File: src/charger_tracking_pkg.sv
// constants for the charger control registers and solar tracking sequencer
// assumes a 100 MHz system clock and a one-millisecond tick for long timers
// What this block does
// bit 0 at offset 0x13 enables forward input overcurrent protection, resets to 1, and is restored only by register reset.
// while ship_switch_fitted is 0 the battery overcurrent enable, force-off and ship drive control are held at 0.
// software sets ship_switch_fitted when a ship switch is fitted; then the battery overcurrent bit is writable and force-off and drive follow requests.
// bits 4-3 pick the otg discharge limit 3A/4A/5A/off, default 5A, restored by watchdog or register reset.
// bit 2 enables the internal input current limit, default 1, restored by watchdog or register reset.
// bit 1 enables the external limit pin current limit, default 1, restored only by register reset.
// bit 0 enables battery discharge overcurrent protection, default 0, cleared by watchdog or register reset.
// after each measurement the voltage limit becomes the open-circuit voltage times (9+code)/16, default code 5.
// the settle delay before the sample is 50ms, 300ms, 2s or 5s, default 300ms.
// the period between measurements is 30s, 2min, 10min or 30min, default 2min.
// bit 0 of the tracking register enables measurement, default 0, and the register resets only by register reset.
// a measurement halts switching, samples the input with no current, then writes the new voltage limit.
// while enabled a period timer runs and each expiry starts halt, delay, measure, update, then resumes and restarts.
// reserved bit 6 of charger_control_five reads zero and ignores writes.
package charger_tracking_pkg;
  localparam logic [7:0] charger_control_four_addr   = 8'h13;
  localparam logic [7:0] charger_control_five_addr   = 8'h14;
  localparam logic [7:0] solar_tracking_control_addr = 8'h15;

  localparam logic [7:0] charger_control_four_reset   = 8'h01;
  localparam logic [7:0] charger_control_five_reset   = 8'h16;
  localparam logic [7:0] solar_tracking_control_reset = 8'haa;

  // charger_control_five fields
  localparam int fitted_bit      = 7;
  localparam int reserved_bit    = 6;
  localparam int otg_batt_en_bit = 5;
  localparam int otg_limit_hi    = 4;
  localparam int otg_limit_lo    = 3;
  localparam int int_limit_bit   = 2;
  localparam int ext_limit_bit   = 1;
  localparam int batoc_bit       = 0;

  // solar_tracking_control fields
  localparam int scale_hi  = 7;
  localparam int scale_lo  = 5;
  localparam int settle_hi = 4;
  localparam int settle_lo = 3;
  localparam int period_hi = 2;
  localparam int period_lo = 1;
  localparam int track_bit = 0;

  localparam int fwd_ocp_bit = 0;

  // scale is (scale_base + code) sixteenths
  localparam int scale_base  = 9;
  localparam int scale_shift = 4;

  localparam int clk_mhz       = 100;
  localparam int tick_us       = 1000;
  localparam int tick_cycles   = tick_us * clk_mhz;

  localparam int ms_width = 21;
  localparam logic [ms_width-1:0] settle_ms_0 = 21'h00_0032; // 50 ms
  localparam logic [ms_width-1:0] settle_ms_1 = 21'h00_012c; // 300 ms
  localparam logic [ms_width-1:0] settle_ms_2 = 21'h00_07d0; // 2 s
  localparam logic [ms_width-1:0] settle_ms_3 = 21'h00_1388; // 5 s
  localparam logic [ms_width-1:0] period_ms_0 = 21'h00_7530; // 30 s
  localparam logic [ms_width-1:0] period_ms_1 = 21'h01_d4c0; // 2 min
  localparam logic [ms_width-1:0] period_ms_2 = 21'h09_27c0; // 10 min
  localparam logic [ms_width-1:0] period_ms_3 = 21'h1b_7740; // 30 min

  typedef enum logic [1:0] {
    st_wait   = 2'b00,
    st_settle = 2'b01,
    st_sample = 2'b10,
    st_update = 2'b11
  } track_state_t;
endpackage

File: src/ms_tick_gen.sv
// one-cycle pulse every tick_len clock cycles
// assumes a synchronous reset copy from the top module
`timescale 1ns/1ns
`default_nettype none
module ms_tick_gen #(
  parameter int tick_len = 100000
) (
  input  wire logic clk,
  input  wire logic rst_n,
  input  wire logic restart,
  output logic      tick
);
  logic [31:0] cnt_reg;
  wire         at_end = (cnt_reg == 32'(tick_len - 1));

  always_ff @(posedge clk or negedge rst_n) begin
    if (!rst_n) begin
      cnt_reg <= 32'h0000_0000;
      tick    <= 1'b0;
    end else begin
      cnt_reg <= (restart || at_end) ? 32'h0000_0000 : cnt_reg + 32'h1;
      tick    <= at_end && !restart;
    end
  end
endmodule // ms_tick_gen
`default_nettype wire

File: src/charger_mppt_control_regs.sv
// control registers 0x13..0x15 and the open-circuit tracking sequencer
// assumes the serial host interface decodes transactions into single-cycle
// register strobes on clk; watchdog, register reset and adc sit on clk too
`timescale 1ns/1ns
`default_nettype none
module charger_mppt_control_regs
  import charger_tracking_pkg::*;
#(
  parameter int tick_len = tick_cycles,
  parameter int voc_w    = 16
) (
  input  wire logic             clk,
  input  wire logic             resetn,
  input  wire logic             reg_wr,
  input  wire logic             reg_rd,
  input  wire logic [7:0]       reg_addr,
  input  wire logic [7:0]       reg_wdata,
  output logic      [7:0]       reg_rdata,
  input  wire logic             reg_reset_cmd,
  input  wire logic             watchdog_expire,
  input  wire logic             ship_force_off_req,
  input  wire logic [1:0]       ship_drive_req,
  input  wire logic             adc_done,
  input  wire logic [voc_w-1:0] adc_voc,
  output logic                  forward_input_overcurrent_enable,
  output logic                  ship_switch_fitted,
  output logic                  ship_switch_force_off,
  output logic      [1:0]       ship_drive_control,
  output logic                  otg_battery_limit_enable,
  output logic      [1:0]       otg_discharge_current_limit,
  output logic                  internal_input_current_limit_enable,
  output logic                  external_current_limit_enable,
  output logic                  battery_overcurrent_enable,
  output logic                  solar_tracking_enable,
  output logic                  converter_halt,
  output logic                  adc_sample_req,
  output logic      [voc_w-1:0] input_voltage_limit,
  output logic                  input_voltage_limit_write
);

  // ---------------------------------------------------------------------
  // reset release
  // ---------------------------------------------------------------------
  // asynchronous entry, synchronous exit: every flop leaves reset on the
  // same edge, so no register starts a cycle ahead of its neighbours
  logic rst_meta_reg;
  logic rst_n;

  always_ff @(posedge clk or negedge resetn) begin
    if (!resetn) begin
      rst_meta_reg <= 1'b0;
      rst_n        <= 1'b0;
    end else begin
      rst_meta_reg <= 1'b1;
      rst_n        <= rst_meta_reg;
    end
  end

  // ---------------------------------------------------------------------
  // register writes
  // ---------------------------------------------------------------------
  logic [7:0] ctl4_reg;
  logic [7:0] ctl5_reg;
  logic [7:0] track_reg;
  logic [7:0] ctl4_next;
  logic [7:0] ctl5_next;
  logic [7:0] track_next;
  logic [7:0] ctl5_wd;

  wire wr_ctl4  = reg_wr && (reg_addr == charger_control_four_addr);
  wire wr_ctl5  = reg_wr && (reg_addr == charger_control_five_addr);
  wire wr_track = reg_wr && (reg_addr == solar_tracking_control_addr);

  // register reset keeps the fitted bit: only software knows the board
  wire [7:0] ctl5_rr = {ctl5_reg[fitted_bit],
                        charger_control_five_reset[6:0]};

  // ---------------------------------------------------------------------
  // next register values
  // ---------------------------------------------------------------------

  // watchdog leaves fitted, otg enable and external limit alone
  always_comb begin
    ctl5_wd = ctl5_reg;
    ctl5_wd[otg_limit_hi:otg_limit_lo] =
      charger_control_five_reset[otg_limit_hi:otg_limit_lo];
    ctl5_wd[int_limit_bit] = charger_control_five_reset[int_limit_bit];
    ctl5_wd[batoc_bit]     = 1'b0;
  end

  always_comb begin
    ctl4_next  = ctl4_reg;
    ctl5_next  = ctl5_reg;
    track_next = track_reg;
    if (reg_reset_cmd) begin
      ctl4_next = charger_control_four_reset;
      ctl5_next = ctl5_rr; // see R4 see R5
      track_next = solar_tracking_control_reset;
    end else begin
      if (watchdog_expire) begin
        ctl5_next = ctl5_wd;
      end
      if (wr_ctl4) begin
        ctl4_next = {7'h00, reg_wdata[fwd_ocp_bit]};
      end
      if (wr_ctl5) begin
        ctl5_next = reg_wdata;
      end
      if (wr_track) begin
        track_next = reg_wdata;
      end
    end
    ctl5_next[reserved_bit] = 1'b0;
    // an unfitted ship switch keeps its dependants at zero
    if (!ctl5_next[fitted_bit]) begin
      ctl5_next[batoc_bit] = 1'b0; // see R2
    end
  end

  always_ff @(posedge clk or negedge rst_n) begin
    if (!rst_n) begin
      ctl4_reg  <= charger_control_four_reset;
      ctl5_reg  <= charger_control_five_reset;
      track_reg <= solar_tracking_control_reset;
    end else begin
      ctl4_reg  <= ctl4_next;
      ctl5_reg  <= ctl5_next;
      track_reg <= track_next;
    end
  end

  // ---------------------------------------------------------------------
  // register reads
  // ---------------------------------------------------------------------
  // unmapped offsets read zero rather than aliasing a real register
  wire sel_ctl4  = (reg_addr == charger_control_four_addr);
  wire sel_ctl5  = (reg_addr == charger_control_five_addr);
  wire sel_track = (reg_addr == solar_tracking_control_addr);
  wire [7:0] rd_mux =
    sel_ctl4  ? ctl4_reg :
    sel_ctl5  ? ctl5_reg :
    sel_track ? track_reg : 8'h00;

  always_ff @(posedge clk or negedge rst_n) begin
    if (!rst_n) begin
      reg_rdata <= 8'h00;
    end else if (reg_rd) begin
      reg_rdata <= rd_mux;
    end
  end

  // ---------------------------------------------------------------------
  // control outputs
  // ---------------------------------------------------------------------
  // force-off and drive come from elsewhere; gating them here keeps them
  // quiet even if the requester ignores the fitted bit
  wire       fitted_now     = ctl5_reg[fitted_bit];
  wire       fwd_ocp_next   = ctl4_reg[fwd_ocp_bit];
  wire       force_off_next = ship_force_off_req & fitted_now;
  wire [1:0] drive_next     = ship_drive_req & {2{fitted_now}};
  wire       otg_en_next    = ctl5_reg[otg_batt_en_bit];
  wire [1:0] otg_lim_next   = ctl5_reg[otg_limit_hi:otg_limit_lo];
  wire       int_lim_next   = ctl5_reg[int_limit_bit];
  wire       ext_lim_next   = ctl5_reg[ext_limit_bit];
  wire       batoc_next     = ctl5_reg[batoc_bit];
  wire       track_en_next  = track_reg[track_bit];

  always_ff @(posedge clk or negedge rst_n) begin
    if (!rst_n) begin
      forward_input_overcurrent_enable    <= 1'b1;
      ship_switch_fitted                  <= 1'b0;
      ship_switch_force_off               <= 1'b0;
      ship_drive_control                  <= 2'h0;
      otg_battery_limit_enable            <= 1'b0;
      otg_discharge_current_limit         <= 2'h2;
      internal_input_current_limit_enable <= 1'b1;
      external_current_limit_enable       <= 1'b1;
      battery_overcurrent_enable          <= 1'b0;
      solar_tracking_enable               <= 1'b0;
    end else begin
      forward_input_overcurrent_enable    <= fwd_ocp_next;
      ship_switch_fitted                  <= fitted_now;
      ship_switch_force_off               <= force_off_next;
      ship_drive_control                  <= drive_next;
      otg_battery_limit_enable            <= otg_en_next;
      otg_discharge_current_limit         <= otg_lim_next;
      internal_input_current_limit_enable <= int_lim_next;
      external_current_limit_enable       <= ext_lim_next;
      battery_overcurrent_enable          <= batoc_next;
      solar_tracking_enable               <= track_en_next;
    end
  end

  // ---------------------------------------------------------------------
  // tracking sequencer
  // ---------------------------------------------------------------------
  function automatic logic [ms_width-1:0] pick_ms(
    input logic [1:0] code,
    input logic       is_period
  );
    logic [ms_width-1:0] ms;
    ms = settle_ms_0;
    case ({is_period, code})
      3'b000:  ms = settle_ms_0;
      3'b001:  ms = settle_ms_1;
      3'b010:  ms = settle_ms_2;
      3'b011:  ms = settle_ms_3;
      3'b100:  ms = period_ms_0;
      3'b101:  ms = period_ms_1;
      3'b110:  ms = period_ms_2;
      default: ms = period_ms_3;
    endcase
    return ms;
  endfunction

  track_state_t        state_reg;
  track_state_t        state_next;
  logic [ms_width-1:0] ms_cnt_reg;
  logic [voc_w-1:0]    voc_reg;
  logic                tick;

  wire track_on = track_reg[track_bit] && !reg_reset_cmd;
  wire [ms_width-1:0] settle_len =
    pick_ms(track_reg[settle_hi:settle_lo], 1'b0);
  wire [ms_width-1:0] period_len =
    pick_ms(track_reg[period_hi:period_lo], 1'b1);
  wire [ms_width-1:0] ms_target = (state_reg == st_wait) ? period_len
                                                         : settle_len;
  wire timer_done = tick && (ms_cnt_reg + 21'h1 >= ms_target);
  wire state_change = (state_next != state_reg);

  // ---------------------------------------------------------------------
  // limit arithmetic
  // ---------------------------------------------------------------------
  // (voc * (9 + code)) >> 4, kept at adc width; code 7 gives unity, so
  // the top bit of the product is never needed
  wire [4:0] scale_num = 5'(scale_base) + {2'b00, track_reg[scale_hi:scale_lo]};
  wire [voc_w+4:0] scaled_full = voc_reg * scale_num;
  wire [voc_w-1:0] scaled = scaled_full[voc_w+3:scale_shift];

  always_comb begin
    state_next = state_reg;
    if (!track_on) begin
      state_next = st_wait;
    end else begin
      case (state_reg)
        st_wait:   if (timer_done) state_next = st_settle;
        st_settle: if (timer_done) state_next = st_sample;
        st_sample: if (adc_done)   state_next = st_update;
        st_update: state_next = st_wait;
        default:   state_next = st_wait;
      endcase
    end
  end

  // ---------------------------------------------------------------------
  // tracking timer
  // ---------------------------------------------------------------------
  // the tick restarts with every state change so each phase counts whole
  // ticks; a phase runs exactly one clock cycle longer than asked
  ms_tick_gen #(
    .tick_len (tick_len)
  ) u_tick (
    .clk     (clk),
    .rst_n   (rst_n),
    .restart (state_change || !track_on),
    .tick    (tick)
  );

  always_ff @(posedge clk or negedge rst_n) begin
    if (!rst_n) begin
      state_reg  <= st_wait;
      ms_cnt_reg <= 21'h0;
      voc_reg    <= '0;
    end else begin
      state_reg <= state_next;
      if (state_change || !track_on) begin
        ms_cnt_reg <= 21'h0;
      end else if (tick) begin
        ms_cnt_reg <= ms_cnt_reg + 21'h1;
      end
      if (state_reg == st_sample && adc_done) begin
        voc_reg <= adc_voc;
      end
    end
  end

  // ---------------------------------------------------------------------
  // sequencer outputs
  // ---------------------------------------------------------------------
  // halt follows the next state so switching stops on the edge the settle
  // timer starts; a cut measurement drops its write pulse
  wire halt_next   = (state_next != st_wait);
  wire sample_next = (state_reg == st_settle) && (state_next == st_sample);
  wire update_now  = (state_reg == st_update) && track_on;

  always_ff @(posedge clk or negedge rst_n) begin
    if (!rst_n) begin
      converter_halt            <= 1'b0;
      adc_sample_req            <= 1'b0;
      input_voltage_limit       <= '0;
      input_voltage_limit_write <= 1'b0;
    end else begin
      // switching stays off from settle until the limit write, which rises as halt drops
      converter_halt <= halt_next;
      adc_sample_req <= sample_next;
      input_voltage_limit_write <= update_now;
      if (update_now) begin
        input_voltage_limit <= scaled;
      end
    end
  end
endmodule // charger_mppt_control_regs
`default_nettype wire

File: config.mk
export PLATFORM = sky130hd
export DESIGN_NAME = charger_mppt_control_regs
export DESIGN_NICKNAME = d
export VERILOG_FILES = /design/src/charger_tracking_pkg.sv /design/src/ms_tick_gen.sv /design/src/charger_mppt_control_regs.sv
export SDC_FILE = /design/constraint.sdc
export NUM_CORES = 1
export LEC_CHECK = 0
export BUFFER_PORTS_ARGS = -buffer_cell sky130_fd_sc_hd__buf_2
export CAP_MARGIN = 20
export CELL_PAD_IN_SITES_DETAIL_PLACEMENT = 2
export CELL_PAD_IN_SITES_GLOBAL_PLACEMENT = 2
export CORE_ASPECT_RATIO = 2
export CORE_UTILIZATION = 42
export CTS_CLUSTER_DIAMETER = 60
export DETAILED_ROUTE_END_ITERATION = 10
export PLACE_DENSITY = 0.95
export SKIP_CTS_REPAIR_TIMING = 1
export SLEW_MARGIN = 20
export SYNTH_ARGS = -nofsm -noshare
export SYNTH_HDL_FRONTEND = slang
export SYNTH_HIERARCHICAL = 1
export SYNTH_SLANG_ARGS = --single-unit
File: constraint.sdc
create_clock -name clk -period 10.58 [get_ports clk]
set_clock_uncertainty 0.1 [all_clocks]
set_input_delay 0.529 -clock clk [delete_from_list [all_inputs] [get_ports clk]]
set_output_delay 0.529 -clock clk [all_outputs]
set_load 0.01 [all_outputs]
==> results_dict.tcl <==
set metrics [dict create \
    hp-class "primary input to flop" \
    rr_startpoint "track_reg[5]" \
    p_per_area_nw_per_um2 113 \
    async_flop_share_pct 100 \
    drc 0 \
    synthMuxAreaShare_pct 3.29 \
    ant_nets 0 \
    grt_pass1_wl_um 56700 \
    syn_to_final_growth_pct 14.1 \
    tightest_slew_ns 0.982 \
    cp_max_fo 19 \
    grt_pass1_vias 9364 \
    largest_reg_flops 32 \
    num_rows 74 \
    nNetsFinal 1126 \
    final-hold-violation-count 0 \
    syn_area_per_cell_um2 9.59 \
    crit_path_end "input_voltage_limit[15]" \
    core_um2 20500 \
    layout_commonest_cell "dfrtp_1" \
    final_max_slew_viol_count 0 \
    cts.sinks 129 \
    clk_pin_slew_ns 0.06 \
    multi_input_area_um2 5170 \
    syn_nets 1055 \
    synth_top_area_cell "dfrtp_1" \
    gp_congestion 0.811 \
    hpwl_um 23500 \
    seq_area_frac_synth_pct 36.8 \
    fmax_ghz 0.160 \
    viasPerCell 6.18 \
    crit_type "flop to flop" \
    synthTopCellsByArea "dfrtp_1, fa_1, ha_1, nand2_1, xor2_1" \
    overflow 0 \
    placed_area_um2 9450 \
    crit_arrival_ns 6.47 \
    synth_adder_area_share_pct 16.7 \
    die_x_um 104 \
    netlist_instances 919 \
    ys_seq_elements 129 \
    timing.rr.end "input_voltage_limit[15]" \
    synth_cell_types 73 \
    vias 7851 \
    drt_iter0_markers 488 \
    netlist_area_um2 8810 \
    routed_wl_um 37100 \
    finalSetupTns_ns 0 \
    slew_headroom_pct 34.4 \
    ff2ff_setup_slack_ns 4.34 \
    fin_crit_sh_pct 59.0 \
    grt.total_usage_pct 35.7 \
    max-vdd-ir-drop_v 0.000102 \
    clock_latency_ns 0.45 \
    port_buffers 80 \
    reg2regPathDepth 16 \
    ys.flop_type "dfrtp_1" \
    setup_viol_count_final 0 \
    fillCellCount 2146 \
    yosys_warnings 6 \
    yosysTopAreaCellShare_pct 33.2 \
    hold-path-cell-count 2 \
    initial_core_util_pct 43.1 \
    cts_tree "yes" \
    routedWlPerCell_um 29.2 \
    clk_path_buf_depth 2 \
    end_kind "flop" \
    critPathRequiredTime_ns 10.81 \
    grt_antenna_before_repair 1 \
    first_pass_iters 5 \
    yosys.area_share.xor_xnor_pct 6.46 \
    regArea_um2 3250 \
    drive_gt1_share_pct 19.1 \
    leakagePower_nw 4.76 \
    drv_cap 0 \
    dieArea_um2 21600 \
    die_h_um 207 \
    synth_top_family_by_area "simple AND/OR/NAND/NOR gates" \
    final_cell_area_um2 10100 \
    start_kind "flop" \
    synth_compound_area_share_pct 8.96 \
    clock-root-buffer "clkbuf_16" \
    grt_max_degree 85 \
    cts_max_level 4 \
    cts_buffers 17 \
    io_pins 81 \
    finalWorstPathRequiredPeriod_ns 6.24 \
    synth-edff-count 0 \
    synth-simple-area-share_pct 23.0 \
    layout_common_cells "dfrtp_1, nand2_1, buf_2, inv_1, ha_1" \
    status "finished, final reports clean" \
    total_power_w 0.00114 \
    crit_start "track_reg[5]" \
    rsz0062_at_grt "no" \
]
[metrics by stage]
| stage | util, % | worst slack (ns) | instances | hold WS (ns) |
|---|---|---|---|---|
| floorplan | - | 5.67 | 919 | 0.133 |
| global placement | 46.2 | 5.05 | 1236 | 0.214 |
| detailed placement | 46.2 | 4.60 | 1236 | 0.220 |
| CTS | 49.1 | 4.40 | 1268 | -0.255 |
| global route | 49.2 | 4.08 | 1270 | 0.191 |
| finish | 49.2 | 4.34 | 1270 | 0.209 |
[area by class of cell]
type / count / share of cell area (%)
inverters: 69 / 2.58
repair buffers: 87 / 4.57
diodes: 1 / 0.0249
multi-input cells: 686 / 51.4
clock buffers: 27 / 5.10
clock inverters: 5 / 0.746
well taps: 266 / 3.31
flip-flops and latches: 129 / 32.3
[layer usage]
metal  wire length [µm]  up-vias  global-route usage, %
li1                   -     3286                      -
met1              12300     4044                   33.0
met2              20200      319                   66.1
met3               1500      202                   8.16
met4               3080        0                   29.6
met5                  0        -                      0
[synth_stat cells, types with 12 or more instances]
cell / instances
o31ai_1: 16
or4_1: 13
and2_1: 33
nand2_1: 111
a21oi_1: 38
nor2_1: 45
inv_1: 69
nand3_1: 34
dfstp_2: 12
fa_1: 40
xor2_1: 41
nor2_2: 19
clkbuf_1: 26
xnor2_1: 24
nor2b_1: 14
mux2_2: 23
ha_1: 54
dfrtp_1: 117
and3_1: 12
o21ai_0: 34
nand4_1: 19
[kinds of logic (layout without fill, tap and decap cells)]
group	count (synthesis)	in the layout
mux	26	26
xor+xnor	65	65
fa+ha+maj	94	94
flops	129	129
compound gates	125	125
buf+inv	104	188
simple gates	375	375
other cells	1	2
[report_power, final]
group	leakage [nW]	internal [W]	total (W)	switching, W
Clock	0.291	0.000377	0.000610	0.000233
Sequential	1.75	0.000495	0.000500	0.00000457
Combinational	2.72	0.00000911	0.0000272	0.0000181
[worst min path at each step]
stage          slack (ns)              start                     to
6_report             0.21  ship_drive_req[0]  ship_drive_control[0]
5_1_grt              0.19  ship_drive_req[0]  ship_drive_control[0]
4_1_cts             -0.26             resetn                  rst_n
3_5_place_dp         0.22             resetn                  rst_n
3_3_place_gp         0.21             resetn           rst_meta_reg
2_1_floorplan        0.13             resetn           rst_meta_reg
[worst max-delay path, stage by stage, from the launching register on]
cell and delay (ns):
dfstp_2 0.77, ha_1 0.24, ha_1 0.59, and2_1 0.27
fa_1 0.44, fa_1 0.61, inv_1 0.15, fa_1 0.62
inv_1 0.07, ha_1 0.38, a211oi_1 0.37, o21ai_0 0.22
o221ai_2 0.38, o21ai_1 0.26, a211oi_2 0.33, mux2i_1 0.24
nand2_1 0.09
No activity file was read; power rests on OpenSTA's default activity.
